File: src/blcx_cfg.svh
// constants for the bit logic and call execute block
`ifndef BLCX_CFG_SVH
`define BLCX_CFG_SVH
`define BLCX_OP_CLEAR_ACCUM_OP      12'h040
`define BLCX_OP_AND_REG_OP     6'h05
`define BLCX_OP_BCF       4'h4
`define BLCX_OP_BSF       4'h5
`define BLCX_OP_SKIPLO    4'h6
`define BLCX_OP_SKIPHI    4'h7
`define BLCX_OP_CALL      4'h9
`define BLCX_OP_AND_LITERAL_OP     4'hE
`define BLCX_STATUS_ADDR  5'h03
`define BLCX_PORT_ADDR    5'h06
`define BLCX_ZERO_BIT     3'h2
`define BLCX_PAGE_HI      6
`define BLCX_PAGE_LO      5
`define BLCX_BYTE_ZERO    8'h00
`define BLCX_PC_STEP      11'h001
`endif

File: src/blcx_pkg.sv
// types for the bit logic and call execute block
package blcx_pkg;
	typedef enum logic [0:0] {
		BLCX_EXEC  = 1'b0,
		BLCX_FLUSH = 1'b1
	} blcx_state_e;
	typedef logic [7:0]  blcx_byte_t;
	typedef logic [10:0] blcx_pc_t;
endpackage

File: src/blcx_core.sv
// execute stage for bit, and, clear and call operations
//
// Behaviour
// - bit_clear_op forces bit b of file f to zero, keeps the other bits and keeps all flags.
// - bit_set_op forces bit b of file f to one, keeps the other bits and keeps all flags.
// - and_literal_op ands the accumulator with an 8-bit immediate into the accumulator, touching only the nil flag.
// - and_reg_op ands the accumulator with file f, touching only the nil flag among the flags.
// - a destination bit of 0 sends the result to the accumulator, 1 writes it back into file f.
// - skip_if_bit_low discards the fetched next instruction as a no-op when bit b of f is zero, taking two cycles.
// - skip_if_bit_high discards the fetched next instruction as a no-op when bit b of f is one, flags unchanged.
// - clear_accum_op loads zero into the accumulator and always sets the nil flag.
// - a call first pushes the current program counter plus one onto the return stack.
// - a call target takes bits 7:0 from the immediate, bits 10:9 from status 6:5, and bit 8 cleared.
// - a call takes two cycles and alters no status flag.
// - read-modify-write of the port register reads the pin levels, not the output latch.
`timescale 1ns/10ps
`include "blcx_cfg.svh"
module blcx_core (
	input  wire logic             clk,
	input  wire logic             resetn,
	input  wire logic             instr_valid,
	input  wire logic [11:0]      instr,
	input  wire blcx_pkg::blcx_pc_t pc_now,
	input  wire logic [7:0]       pin_level,
	output blcx_pkg::blcx_byte_t  accum,
	output blcx_pkg::blcx_byte_t  status_out,
	output blcx_pkg::blcx_byte_t  port_latch,
	output logic                  pc_load,
	output blcx_pkg::blcx_pc_t    pc_target,
	output logic                  push_en,
	output blcx_pkg::blcx_pc_t    push_addr,
	output logic                  discard
);
	import blcx_pkg::*;

	// ----------------------------------------
	// storage
	// ----------------------------------------
	blcx_byte_t  file_mem [0:31];
	blcx_state_e state;
	blcx_state_e next_state;
	logic [7:0]  pin_s1;
	logic [7:0]  pin_s2;
	logic [7:0]  pin_s3;
	logic [7:0]  pin_stable;

	// ----------------------------------------
	// pin synchroniser
	// ----------------------------------------
	// a level is accepted only once the last two stages agree
	always_ff @(posedge clk or negedge resetn) begin
		if (!resetn) begin
			pin_s1 <= `BLCX_BYTE_ZERO;
			pin_s2 <= `BLCX_BYTE_ZERO;
			pin_s3 <= `BLCX_BYTE_ZERO;
		end else begin
			pin_s1 <= pin_level;
			pin_s2 <= pin_s1;
			pin_s3 <= pin_s2;
		end
	end

	always_ff @(posedge clk or negedge resetn) begin
		if (!resetn) begin
			pin_stable <= `BLCX_BYTE_ZERO;
		end else if (pin_s2 == pin_s3) begin
			pin_stable <= pin_s3;
		end
	end

	// ----------------------------------------
	// decode
	// ----------------------------------------
	logic       exec;
	logic [4:0] f_idx;
	logic [2:0] b_idx;
	logic       dest_f;
	logic [7:0] k_lit;
	logic       is_bcf;
	logic       is_bsf;
	logic       is_slo;
	logic       is_shi;
	logic       is_and_reg_op;
	logic       is_and_literal_op;
	logic       is_clear_accum_op;
	logic       is_call;
	logic [7:0] rd_val;
	logic [7:0] clr_res;
	logic [7:0] set_res;
	logic [7:0] and_res;
	logic [7:0] and_lit;
	logic       bit_val;
	logic       and_zero;
	logic       skip_take;

	always_comb begin
		// a fetched word arriving in flush is dropped, so it decodes to nothing
		exec = instr_valid && (state == BLCX_EXEC);
		f_idx = instr[4:0];
		b_idx = instr[7:5];
		dest_f = instr[5];
		k_lit = instr[7:0];
		is_bcf = exec && (instr[11:8] == `BLCX_OP_BCF);
		is_bsf = exec && (instr[11:8] == `BLCX_OP_BSF);
		is_slo = exec && (instr[11:8] == `BLCX_OP_SKIPLO);
		is_shi = exec && (instr[11:8] == `BLCX_OP_SKIPHI);
		is_and_reg_op = exec && (instr[11:6] == `BLCX_OP_AND_REG_OP);
		is_and_literal_op = exec && (instr[11:8] == `BLCX_OP_AND_LITERAL_OP);
		is_clear_accum_op = exec && (instr == `BLCX_OP_CLEAR_ACCUM_OP);
		is_call = exec && (instr[11:8] == `BLCX_OP_CALL);
		rd_val = (f_idx == `BLCX_PORT_ADDR) ? pin_stable : file_mem[f_idx];
		and_lit = accum & k_lit;
		skip_take = (is_slo && !bit_val) || (is_shi && bit_val);
	end

	blcx_alu u_alu (
		.opnd     (rd_val),
		.accv     (accum),
		.bsel     (b_idx),
		.clr_res  (clr_res),
		.set_res  (set_res),
		.and_res  (and_res),
		.bit_val  (bit_val),
		.and_zero (and_zero)
	);

	// ----------------------------------------
	// sequencing
	// ----------------------------------------
	always_comb begin
		next_state = state;
		case (state)
			BLCX_EXEC: begin
				if (skip_take || is_call) begin
					next_state = BLCX_FLUSH;
				end
			end
			BLCX_FLUSH: begin
				if (instr_valid) begin
					next_state = BLCX_EXEC;
				end
			end
			default: begin
				next_state = BLCX_EXEC;
			end
		endcase
	end

	always_ff @(posedge clk or negedge resetn) begin
		if (!resetn) begin
			state <= BLCX_EXEC;
		end else begin
			state <= next_state;
		end
	end

	always_ff @(posedge clk or negedge resetn) begin
		if (!resetn) begin
			discard <= 1'b0;
		end else begin
			discard <= (state == BLCX_FLUSH) && instr_valid;
		end
	end

	// ----------------------------------------
	// file registers and nil flag
	// ----------------------------------------
	always_ff @(posedge clk or negedge resetn) begin
		if (!resetn) begin
			for (int i = 0; i < 32; i++) begin
				file_mem[i] <= `BLCX_BYTE_ZERO;
			end
		end else begin
			if (is_bcf) begin
				file_mem[f_idx] <= clr_res;
			end
			if (is_bsf) begin
				file_mem[f_idx] <= set_res;
			end
			if (is_and_reg_op && dest_f) begin
				file_mem[f_idx] <= and_res;
			end
			if (is_and_reg_op) begin
				file_mem[`BLCX_STATUS_ADDR][`BLCX_ZERO_BIT] <= and_zero;
			end
			if (is_and_literal_op) begin
				file_mem[`BLCX_STATUS_ADDR][`BLCX_ZERO_BIT] <= (and_lit == `BLCX_BYTE_ZERO);
			end
			if (is_clear_accum_op) begin
				file_mem[`BLCX_STATUS_ADDR][`BLCX_ZERO_BIT] <= 1'b1;
			end
		end
	end

	// ----------------------------------------
	// accumulator
	// ----------------------------------------
	always_ff @(posedge clk or negedge resetn) begin
		if (!resetn) begin
			accum <= `BLCX_BYTE_ZERO;
		end else if (is_and_literal_op) begin
			accum <= and_lit;
		end else if (is_and_reg_op && !dest_f) begin
			accum <= and_res;
		end else if (is_clear_accum_op) begin
			accum <= `BLCX_BYTE_ZERO;
		end
	end

	assign status_out = file_mem[`BLCX_STATUS_ADDR];
	assign port_latch = file_mem[`BLCX_PORT_ADDR];

	// ----------------------------------------
	// call and program counter
	// ----------------------------------------
	always_ff @(posedge clk or negedge resetn) begin
		if (!resetn) begin
			pc_load   <= 1'b0;
			push_en   <= 1'b0;
			pc_target <= '0;
			push_addr <= '0;
		end else begin
			pc_load <= is_call;
			push_en <= is_call;
			if (is_call) begin
				push_addr <= pc_now + `BLCX_PC_STEP;
				pc_target <= {status_out[`BLCX_PAGE_HI:`BLCX_PAGE_LO], 1'b0, k_lit};
			end
		end
	end

	// ----------------------------------------
	// assertions
	// ----------------------------------------
	property p_bcf;
		@(posedge clk) disable iff (!resetn)
		is_bcf && (f_idx != `BLCX_STATUS_ADDR) |=> !file_mem[$past(f_idx)][$past(b_idx)];
	endproperty
	a_bcf: assert property (p_bcf) else $error("bit clear left bit set");

	property p_bsf;
		@(posedge clk) disable iff (!resetn)
		is_bsf |=> file_mem[$past(f_idx)][$past(b_idx)];
	endproperty
	a_bsf: assert property (p_bsf) else $error("bit set left bit clear");

	property p_and_literal_op;
		@(posedge clk) disable iff (!resetn)
		is_and_literal_op |=> (accum == ($past(accum) & $past(k_lit)))
			&& (status_out[`BLCX_ZERO_BIT] == (accum == 8'h00));
	endproperty
	a_and_literal_op: assert property (p_and_literal_op) else $error("literal and wrong");

	property p_and_reg_op_w;
		@(posedge clk) disable iff (!resetn)
		is_and_reg_op && !dest_f |=> (accum == $past(and_res)) && (status_out[`BLCX_ZERO_BIT] == (accum == 8'h00));
	endproperty
	a_and_reg_op_w: assert property (p_and_reg_op_w) else $error("register and to accumulator wrong");

	property p_and_reg_op_f;
		@(posedge clk) disable iff (!resetn)
		is_and_reg_op && dest_f && (f_idx != `BLCX_STATUS_ADDR) |=> $stable(accum)
			&& (file_mem[$past(f_idx)] == $past(and_res));
	endproperty
	a_and_reg_op_f: assert property (p_and_reg_op_f) else $error("register and to file wrong");

	property p_skip;
		@(posedge clk) disable iff (!resetn)
		skip_take ##1 instr_valid |=> discard && $stable(accum) && $stable(status_out);
	endproperty
	a_skip: assert property (p_skip) else $error("skip did not discard cleanly");

	property p_noskip;
		@(posedge clk) disable iff (!resetn)
		(is_slo || is_shi) && !skip_take |=> (state == BLCX_EXEC) && $stable(status_out);
	endproperty
	a_noskip: assert property (p_noskip) else $error("skip test stalled without skip");

	property p_clear_accum_op;
		@(posedge clk) disable iff (!resetn)
		is_clear_accum_op |=> (accum == 8'h00) && status_out[`BLCX_ZERO_BIT];
	endproperty
	a_clear_accum_op: assert property (p_clear_accum_op) else $error("clear accumulator wrong");

	property p_call;
		@(posedge clk) disable iff (!resetn)
		is_call |=> push_en && pc_load && (push_addr == $past(pc_now) + 11'h001)
			&& (pc_target[8] == 1'b0) && (pc_target[10:9] == $past(status_out[6:5]))
			&& (pc_target[7:0] == $past(k_lit)) && (state == BLCX_FLUSH) && $stable(status_out);
	endproperty
	a_call: assert property (p_call) else $error("call target or push wrong");

	c_call:   cover property (@(posedge clk) disable iff (!resetn) is_call ##1 instr_valid);
	c_skiplo: cover property (@(posedge clk) disable iff (!resetn) is_slo && skip_take);
	c_skiphi: cover property (@(posedge clk) disable iff (!resetn) is_shi && skip_take);
	c_port:   cover property (@(posedge clk) disable iff (!resetn) is_bsf && (f_idx == `BLCX_PORT_ADDR));
endmodule

File: src/blcx_alu.sv
// bit and logic arithmetic unit
`timescale 1ns/10ps
module blcx_alu (
	input  wire logic [7:0] opnd,
	input  wire logic [7:0] accv,
	input  wire logic [2:0] bsel,
	output logic      [7:0] clr_res,
	output logic      [7:0] set_res,
	output logic      [7:0] and_res,
	output logic            bit_val,
	output logic            and_zero
);
	always_comb begin
		clr_res = opnd & ~(8'h01 << bsel);
		set_res = opnd | (8'h01 << bsel);
		and_res = opnd & accv;
		bit_val = opnd[bsel];
		and_zero = ((opnd & accv) == 8'h00);
	end
endmodule

File: config.mk
export PLATFORM = sky130hd
export DESIGN_NAME = blcx_core
export DESIGN_NICKNAME = d
export VERILOG_FILES = /design/src/blcx_pkg.sv /design/src/blcx_core.sv /design/src/blcx_alu.sv
export VERILOG_INCLUDE_DIRS = /design/src /design/src/src
export SDC_FILE = /design/constraint.sdc
export NUM_CORES = 1
export LEC_CHECK = 0
export BUFFER_PORTS_ARGS = -buffer_cell sky130_fd_sc_hd__buf_2
export CAP_MARGIN = 20
export CORE_MARGIN = 5
export CORE_UTILIZATION = 58
export CTS_CLUSTER_SIZE = 30
export DETAILED_ROUTE_END_ITERATION = 8
export GPL_TIMING_DRIVEN = 0
export HOLD_SLACK_MARGIN = 0.08
export PLACE_DENSITY = 0.76
export SETUP_SLACK_MARGIN = 0.15
export SYNTH_ARGS = -nofsm -noshare
export SYNTH_HDL_FRONTEND = slang
export SYNTH_SLANG_ARGS = --single-unit
File: constraint.sdc
create_clock -name clk -period 4.6 [get_ports clk]
set_clock_uncertainty 0.15 [all_clocks]
set_input_delay 0.92 -clock clk [delete_from_list [all_inputs] [get_ports clk]]
set_output_delay 0.92 -clock clk [all_outputs]
set_load 0.005 [all_outputs]
======== After elaboration in Yosys (flattened, before gate mapping) ========
Index checks and enable logic that the tools add are counted.
storage, ports and cells
  word-level logic and storage cells ...... 109
  latch bits .............................. 0
  memories ................................ 0
  output and inout port bits .............. 49
  memory bits (read-only) ................. 0
  register bits after elaboration ......... 320
  bits of input ports ..................... 34
  bits in writable memories ............... 0
cells by class
  div/mod/pow operators ................... 0
  equal/unequal tests ..................... 10
  bitwise logic cells ..................... 7
  $mul .................................... 0
  reductions and logical operators ........ 22
  $lt $le $gt $ge ......................... 3
  shifts and indexed selects .............. 1
  add/subtract/negate cells ............... 1
  mux-type cells .......................... 23
operators with widths
  operator                                                   count
  bitwise mux 256 bit                                        3
  two-way mux 256 bit                                        3
  two-way mux 8 bit                                          7
  binary-select mux 8 bit (select 5 bit)                     1
  demux 8 bit (select 5 bit)                                 1
  bitwise AND 8 bit                                          3
  equality test 4 x 3 -> 1 bit (second input constant)       4
  zero test 8 bit                                            2
  logical AND 1 bit                                          15
  equality test 12 x 7 -> 1 bit (second input constant)      1
  adder 11 x 1 -> 11 bit (second input constant)             1
  equality test 4 bit (second input constant)                2
  equality test 8 bit                                        1
  inverter 8 bit                                             1
  OR 8 bit                                                   1
  << shifter 1 x 3 -> 8 bit (first input constant)           1
  equality test 6 x 3 -> 1 bit (second input constant)       1
  greater-or-equal comparator 6 bit (second input constant)  1
  < comparator 6 x 1 -> 1 bit (second input constant)        1
  two-way mux 1 bit                                          6
  inverter 5 -> 6 bit                                        1
  equality test 5 x 3 -> 1 bit (second input constant)       1
  < comparator 3 x 4 -> 1 bit (second input constant)        1
  binary-select mux 1 bit (select 3 bit)                     1
  other kinds (5)                                            7

======== Logic depth before layout (Yosys ltp) ========
  depth in word-level cells ............... 15
  mapped depth ............................ 13
  depth with buffers taken out ............ 8

======== Hierarchy ========
Synthesis repeated with hierarchy kept, for this count alone.
second synthesis, totals
  cell total of the unflattened synthesis .. 1143
  area total of the unflattened synthesis .. 15203.3 µm²
by module, submodules not included
  module     seq. area each (µm²)  times used  area an instance (µm²)  cells an instance
  blcx_core  8007.7                1           14884.3                 1101
  blcx_alu   0.0                   1           319.1                   42

======== Least setup slack after synthesis ========
Ideal clock, no wire load.
  kind .................................... in2reg
  start ................................... input instr[1]
  end ..................................... register file_mem[109] in the netlist's numbering
  setup time .............................. 0.138 ns
  slack ................................... 1.147 ns
  required time ........................... 4.312 ns
  stages .................................. 11
  data arrival time ....................... 3.165 ns
  buffers on the path ..................... 4
  path through ............................ buf_6 > buf_2 > buf_2 > mux4_2 > o21ai_0 > o32ai_1 > a22oi_1 > nor2_1 > clkbuf_1 > a2111oi_0 > o31ai_1
on the way
  cells in the longest elaborated chain, start to end .. 12
  elaborated cells between the ends (all ways) .. 20
  classes of those cells .................. order compare (2); eq/ne (1); mux (12); bitwise (4); reduce/logical (1)
ends and longest elaborated chain
  what                                                   line              text
  start, declared                                        blcx_core.sv:22   input wire logic [11:0] instr,
  inverter 5 -> 6 bit (implied by the code)              -
  binary-select mux 8 bit (select 5 bit)                 blcx_core.sv:111  rd_val = (f_idx == `BLCX_PORT_ADDR) ? pin_stable : file_mem[f_idx];
  two-way mux 8 bit (implied by the code) (2 in series)  blcx_core.sv:111
  two-way mux 8 bit                                      blcx_core.sv:111
  bitwise AND 8 bit                                      blcx_alu.sv:14    clr_res = opnd & ~(8'h01 << bsel);
  bitwise mux 256 bit                                    blcx_core.sv:175  file_mem[f_idx] <= clr_res;
  two-way mux 256 bit                                    blcx_core.sv:174  if (is_bcf) begin
  bitwise mux 256 bit                                    blcx_core.sv:178  file_mem[f_idx] <= set_res;
  two-way mux 256 bit                                    blcx_core.sv:177  if (is_bsf) begin
  bitwise mux 256 bit                                    blcx_core.sv:181  file_mem[f_idx] <= and_res;
  two-way mux 256 bit (*)                                blcx_core.sv:180  if (is_and_reg_op && dest_f) begin
  end signal, assigned by index                          blcx_core.sv:178
  end signal, assigned by index                          blcx_core.sv:181
  end signal, assigned by index                          blcx_core.sv:184  file_mem[`BLCX_STATUS_ADDR][`BLCX_ZERO_BIT] <= and_zero;
  end, declared                                          blcx_core.sv:39   blcx_byte_t file_mem [0:31];
Mark *: on every way between the ends. The rest lies on a longest branch, timed or not. The select of a mux whose other input is x is not followed.
A chain may end at the register's enable or synchronous reset.

======== Final worst setup path ========
  start ................................... input instr[1]
  end ..................................... register file_mem[77] in the netlist's numbering
Same word-level chain as after synthesis.

==> impl_results.md <==
* Status: finished clean
* Synthesis warning total at 0
* Worst endpoint required time at 4850 ps
* Clk Latency, worst-skew pair at 560 ps
* CP max-delay cell: a2111oi_0
* Largest net degree at the start of global routing at 112
* WP data arrival at 4830 ps
* Synthesis-to-layout area growth at 12.9%
* Fmax at 0.219 GHz
* FF-to-FF path depth at 10
* Maxcap violations at 0
* Most common library cells after synthesis: dfrtp_1, o21ai_0, o211ai_1
* Number of flops mapped to enable cells by yosys at 0
* Worst Setup Start Kind: input pin
* Critical path endpoint category: flop
* Register share of total power at 42.8%
* Switching share of power at 27.9%
* Slew HR at 24.2%
* Vias per std cell at 7.46
* Tcrit/Tclk final at 99.5%
* Asr flop ratio synth at 100%
* Number of distinct library cells after synthesis at 55
* P per Cell Area at 368 mW/mm²
* FF-to-FF End: file_mem[94]
* Layout Nets at 2102
* Worst hold-check path type: in -> async
* Total vias in the final route at 18600
* # IOs at 83
* Total grt overflow at 0
* CP Class: in -> reg
* Final hold viol count at 0
* Critical Path Source: instr[1]
* Register area share after synthesis at 43.7%
* Internal power at 5.50 mW
* DR WL/cell at 32.4 µm
* Clock transition at path regs at 80 ps
* Mapped Cells at 1943
* Critical Path Fanout Max at 10
* Largest regs: file_mem: 240 flops, push_addr: 11 flops, pc_target: 10 flops
* R2R Path Start: state
* Post-synthesis instance area at 0.0183 mm²
* CTS root buffer: clkbuf_16
* Worst slew pin tran at 1130 ps
* Longest Clk Path Bufs at 3
* Setup TNS at 0 ps
* Combinational share of power at 14.7%
* # DRC at 0
* Post-layout instance area at 0.0207 mm²
* Period minus WS final at 4580 ps
* Core area at 0.0314 mm²
* Max VDD drop at 0.269 mV
* Initial DRC count at 2762
* CTS sink count at 320
* TritonRoute pass-1 iters at 8
* Htree depth at 2
* Post-synth top area share at 43.7%
* Dpl hpwl at 57000 µm
* Die width at 188 µm
* R2R setup slack at 200 ps
* Crit-path max cell delay at 630 ps
* Fillers at 2545
* Number of global-route vias before repair at 18200
* Initial antenna violation count at 3
* RSZ-0062 raised after global routing: no
* Setup Viol. Count Final at 0
* Row cnt at 65
* Post-DRT Antenna Nets at 0
* First-pass GRT wire length at 119000 µm
* Leading post-synthesis cells by cell area: dfrtp_1, o211ai_1, o21ai_0, mux4_2, nand2_1
* Synth Flop Type: dfrtp_1
* Starting Density at 58.4%
* Clk pwr share at 42.5%
* Post-Route WL at 81000 µm
* DP Area at 0.0194 mm²
* Placer congestion estimate at 1.03
* Post-layout util at 66.0%
* Hold-fix buffers at CTS at 0
* Syn Nets at 1978
* TritonCTS clock tree: done
* Num CTS Buffers at 36
* Avg Cell Area, Syn at 9.44 µm²
* Pleak at 7.92 nW
* Cell Chain, Critical Path: buf_2 -> buf_6 -> clkbuf_4 -> buf_4 -> mux4_2 -> o21ai_0 -> o32ai_1 -> a22oi_2 -> nor2_2 -> clkbuf_1 -> a2111oi_0 -> o31ai_1
* Layout cell share with drive strength beyond 1 at 14.8%
* Slew Limit Fails at 0
* Reg with most FFs: file_mem
* Largest register FFs at 240
* Top-count cell post-synth: dfrtp_1
* GRT Total Usage at 45.2%
* Seq cells post-synth at 320
* IO buf count at 78
* DIE AREA at 0.0353 mm²
* Synth area leader: dfrtp_1
* Sw Pwr at 2.13 mW
* Die height at 188 µm
what timing repair did:
item,4_1_cts,5_1_grt
setup endpoints to repair,110,121
buffers inserted,0,0
gates resized for setup,8,28
cells by family (layout without fill, tap and decap cells):
logic type / after synthesis / count (layout) / synth area share (%)
other cells: 1 / 4 / 0.0204
xor+xnor: 17 / 17 / 0.812
compound gates: 735 / 735 / 26.8
flops: 320 / 320 / 43.7
simple gates: 521 / 521 / 12.2
fa+ha+maj: 1 / 1 / 0.0682
buf+inv: 212 / 360 / 5.22
mux: 136 / 136 / 11.2
routing by layer:
metal,global-route usage (%),routed length [µm]
met2,65.2,33800
met1,58.1,29100
met4,28.4,6470
met3,16.4,11500
met5,0,13
per-stage QoR:
stage          power (mW)  hold WS, ps  std cells  setup slack, ps
2_1_floorplan        3.83          181       1943             1150
3_3_place_gp         4.33          185       2423            -3680
3_5_place_dp         4.36          186       2430             -880
4_1_cts              7.56         91.4       2492              163
5_1_grt              7.81          103       2493              161
6_report             7.62         79.2       2496             24.8
area by class of cell:
type,instances,area [µm²],area share (%)
Antenna cell,3,7.51,0.0362
Buffer,205,957,4.62
Clock buffer,48,1030,4.96
Clock inverter,14,270,1.30
Inverter,7,26.3,0.127
Multi-Input combinational cell,1411,9390,45.3
Sequential cell,320,8010,38.7
Tap cell,402,503,2.43
Timing Repair Buffer,86,523,2.52
power by group through the flow:
stage | Sequential [mW] | Combinational, mW | Clock, mW
6_report | 3.26 | 1.12 | 3.24
3_5_place_dp | 3.29 | 1.07 | 0
3_3_place_gp | 3.29 | 1.04 | 0
5_1_grt | 3.27 | 1.18 | 3.36
4_1_cts | 3.25 | 1.08 | 3.23
2_1_floorplan | 3.22 | 0.607 | 0
worst max path at each step:
stage	end	slack [ps]	cells past startpoint
finish	file_mem[77]	20	12
global route	file_mem[37]	160	12
CTS	file_mem[146]	160	11
detailed placement	file_mem[61]	-880	12
global placement	file_mem[51]	-3680	1
floorplan	file_mem[109]	1150	11
worst max-delay path: cells and delay by family:
family / cells / cell delay, ps
AO/OA/AOI/OAI: 5 / 1660
multiplexers: 1 / 450
buffers and inverters: 5 / 1510
AND/OR/NAND/NOR: 1 / 240
cells in the final DEF, fill, tap and decap left out, types with 53 or more instances in the layout:
master,n
o21ai_0,262
nand2_1,212
nor2_1,186
buf_2,102
clkbuf_1,130
a2111oi_0,61
o31ai_1,60
o211ai_1,253
mux4_2,53
dfrtp_1,320
Power figures use the tool's default switching activity.
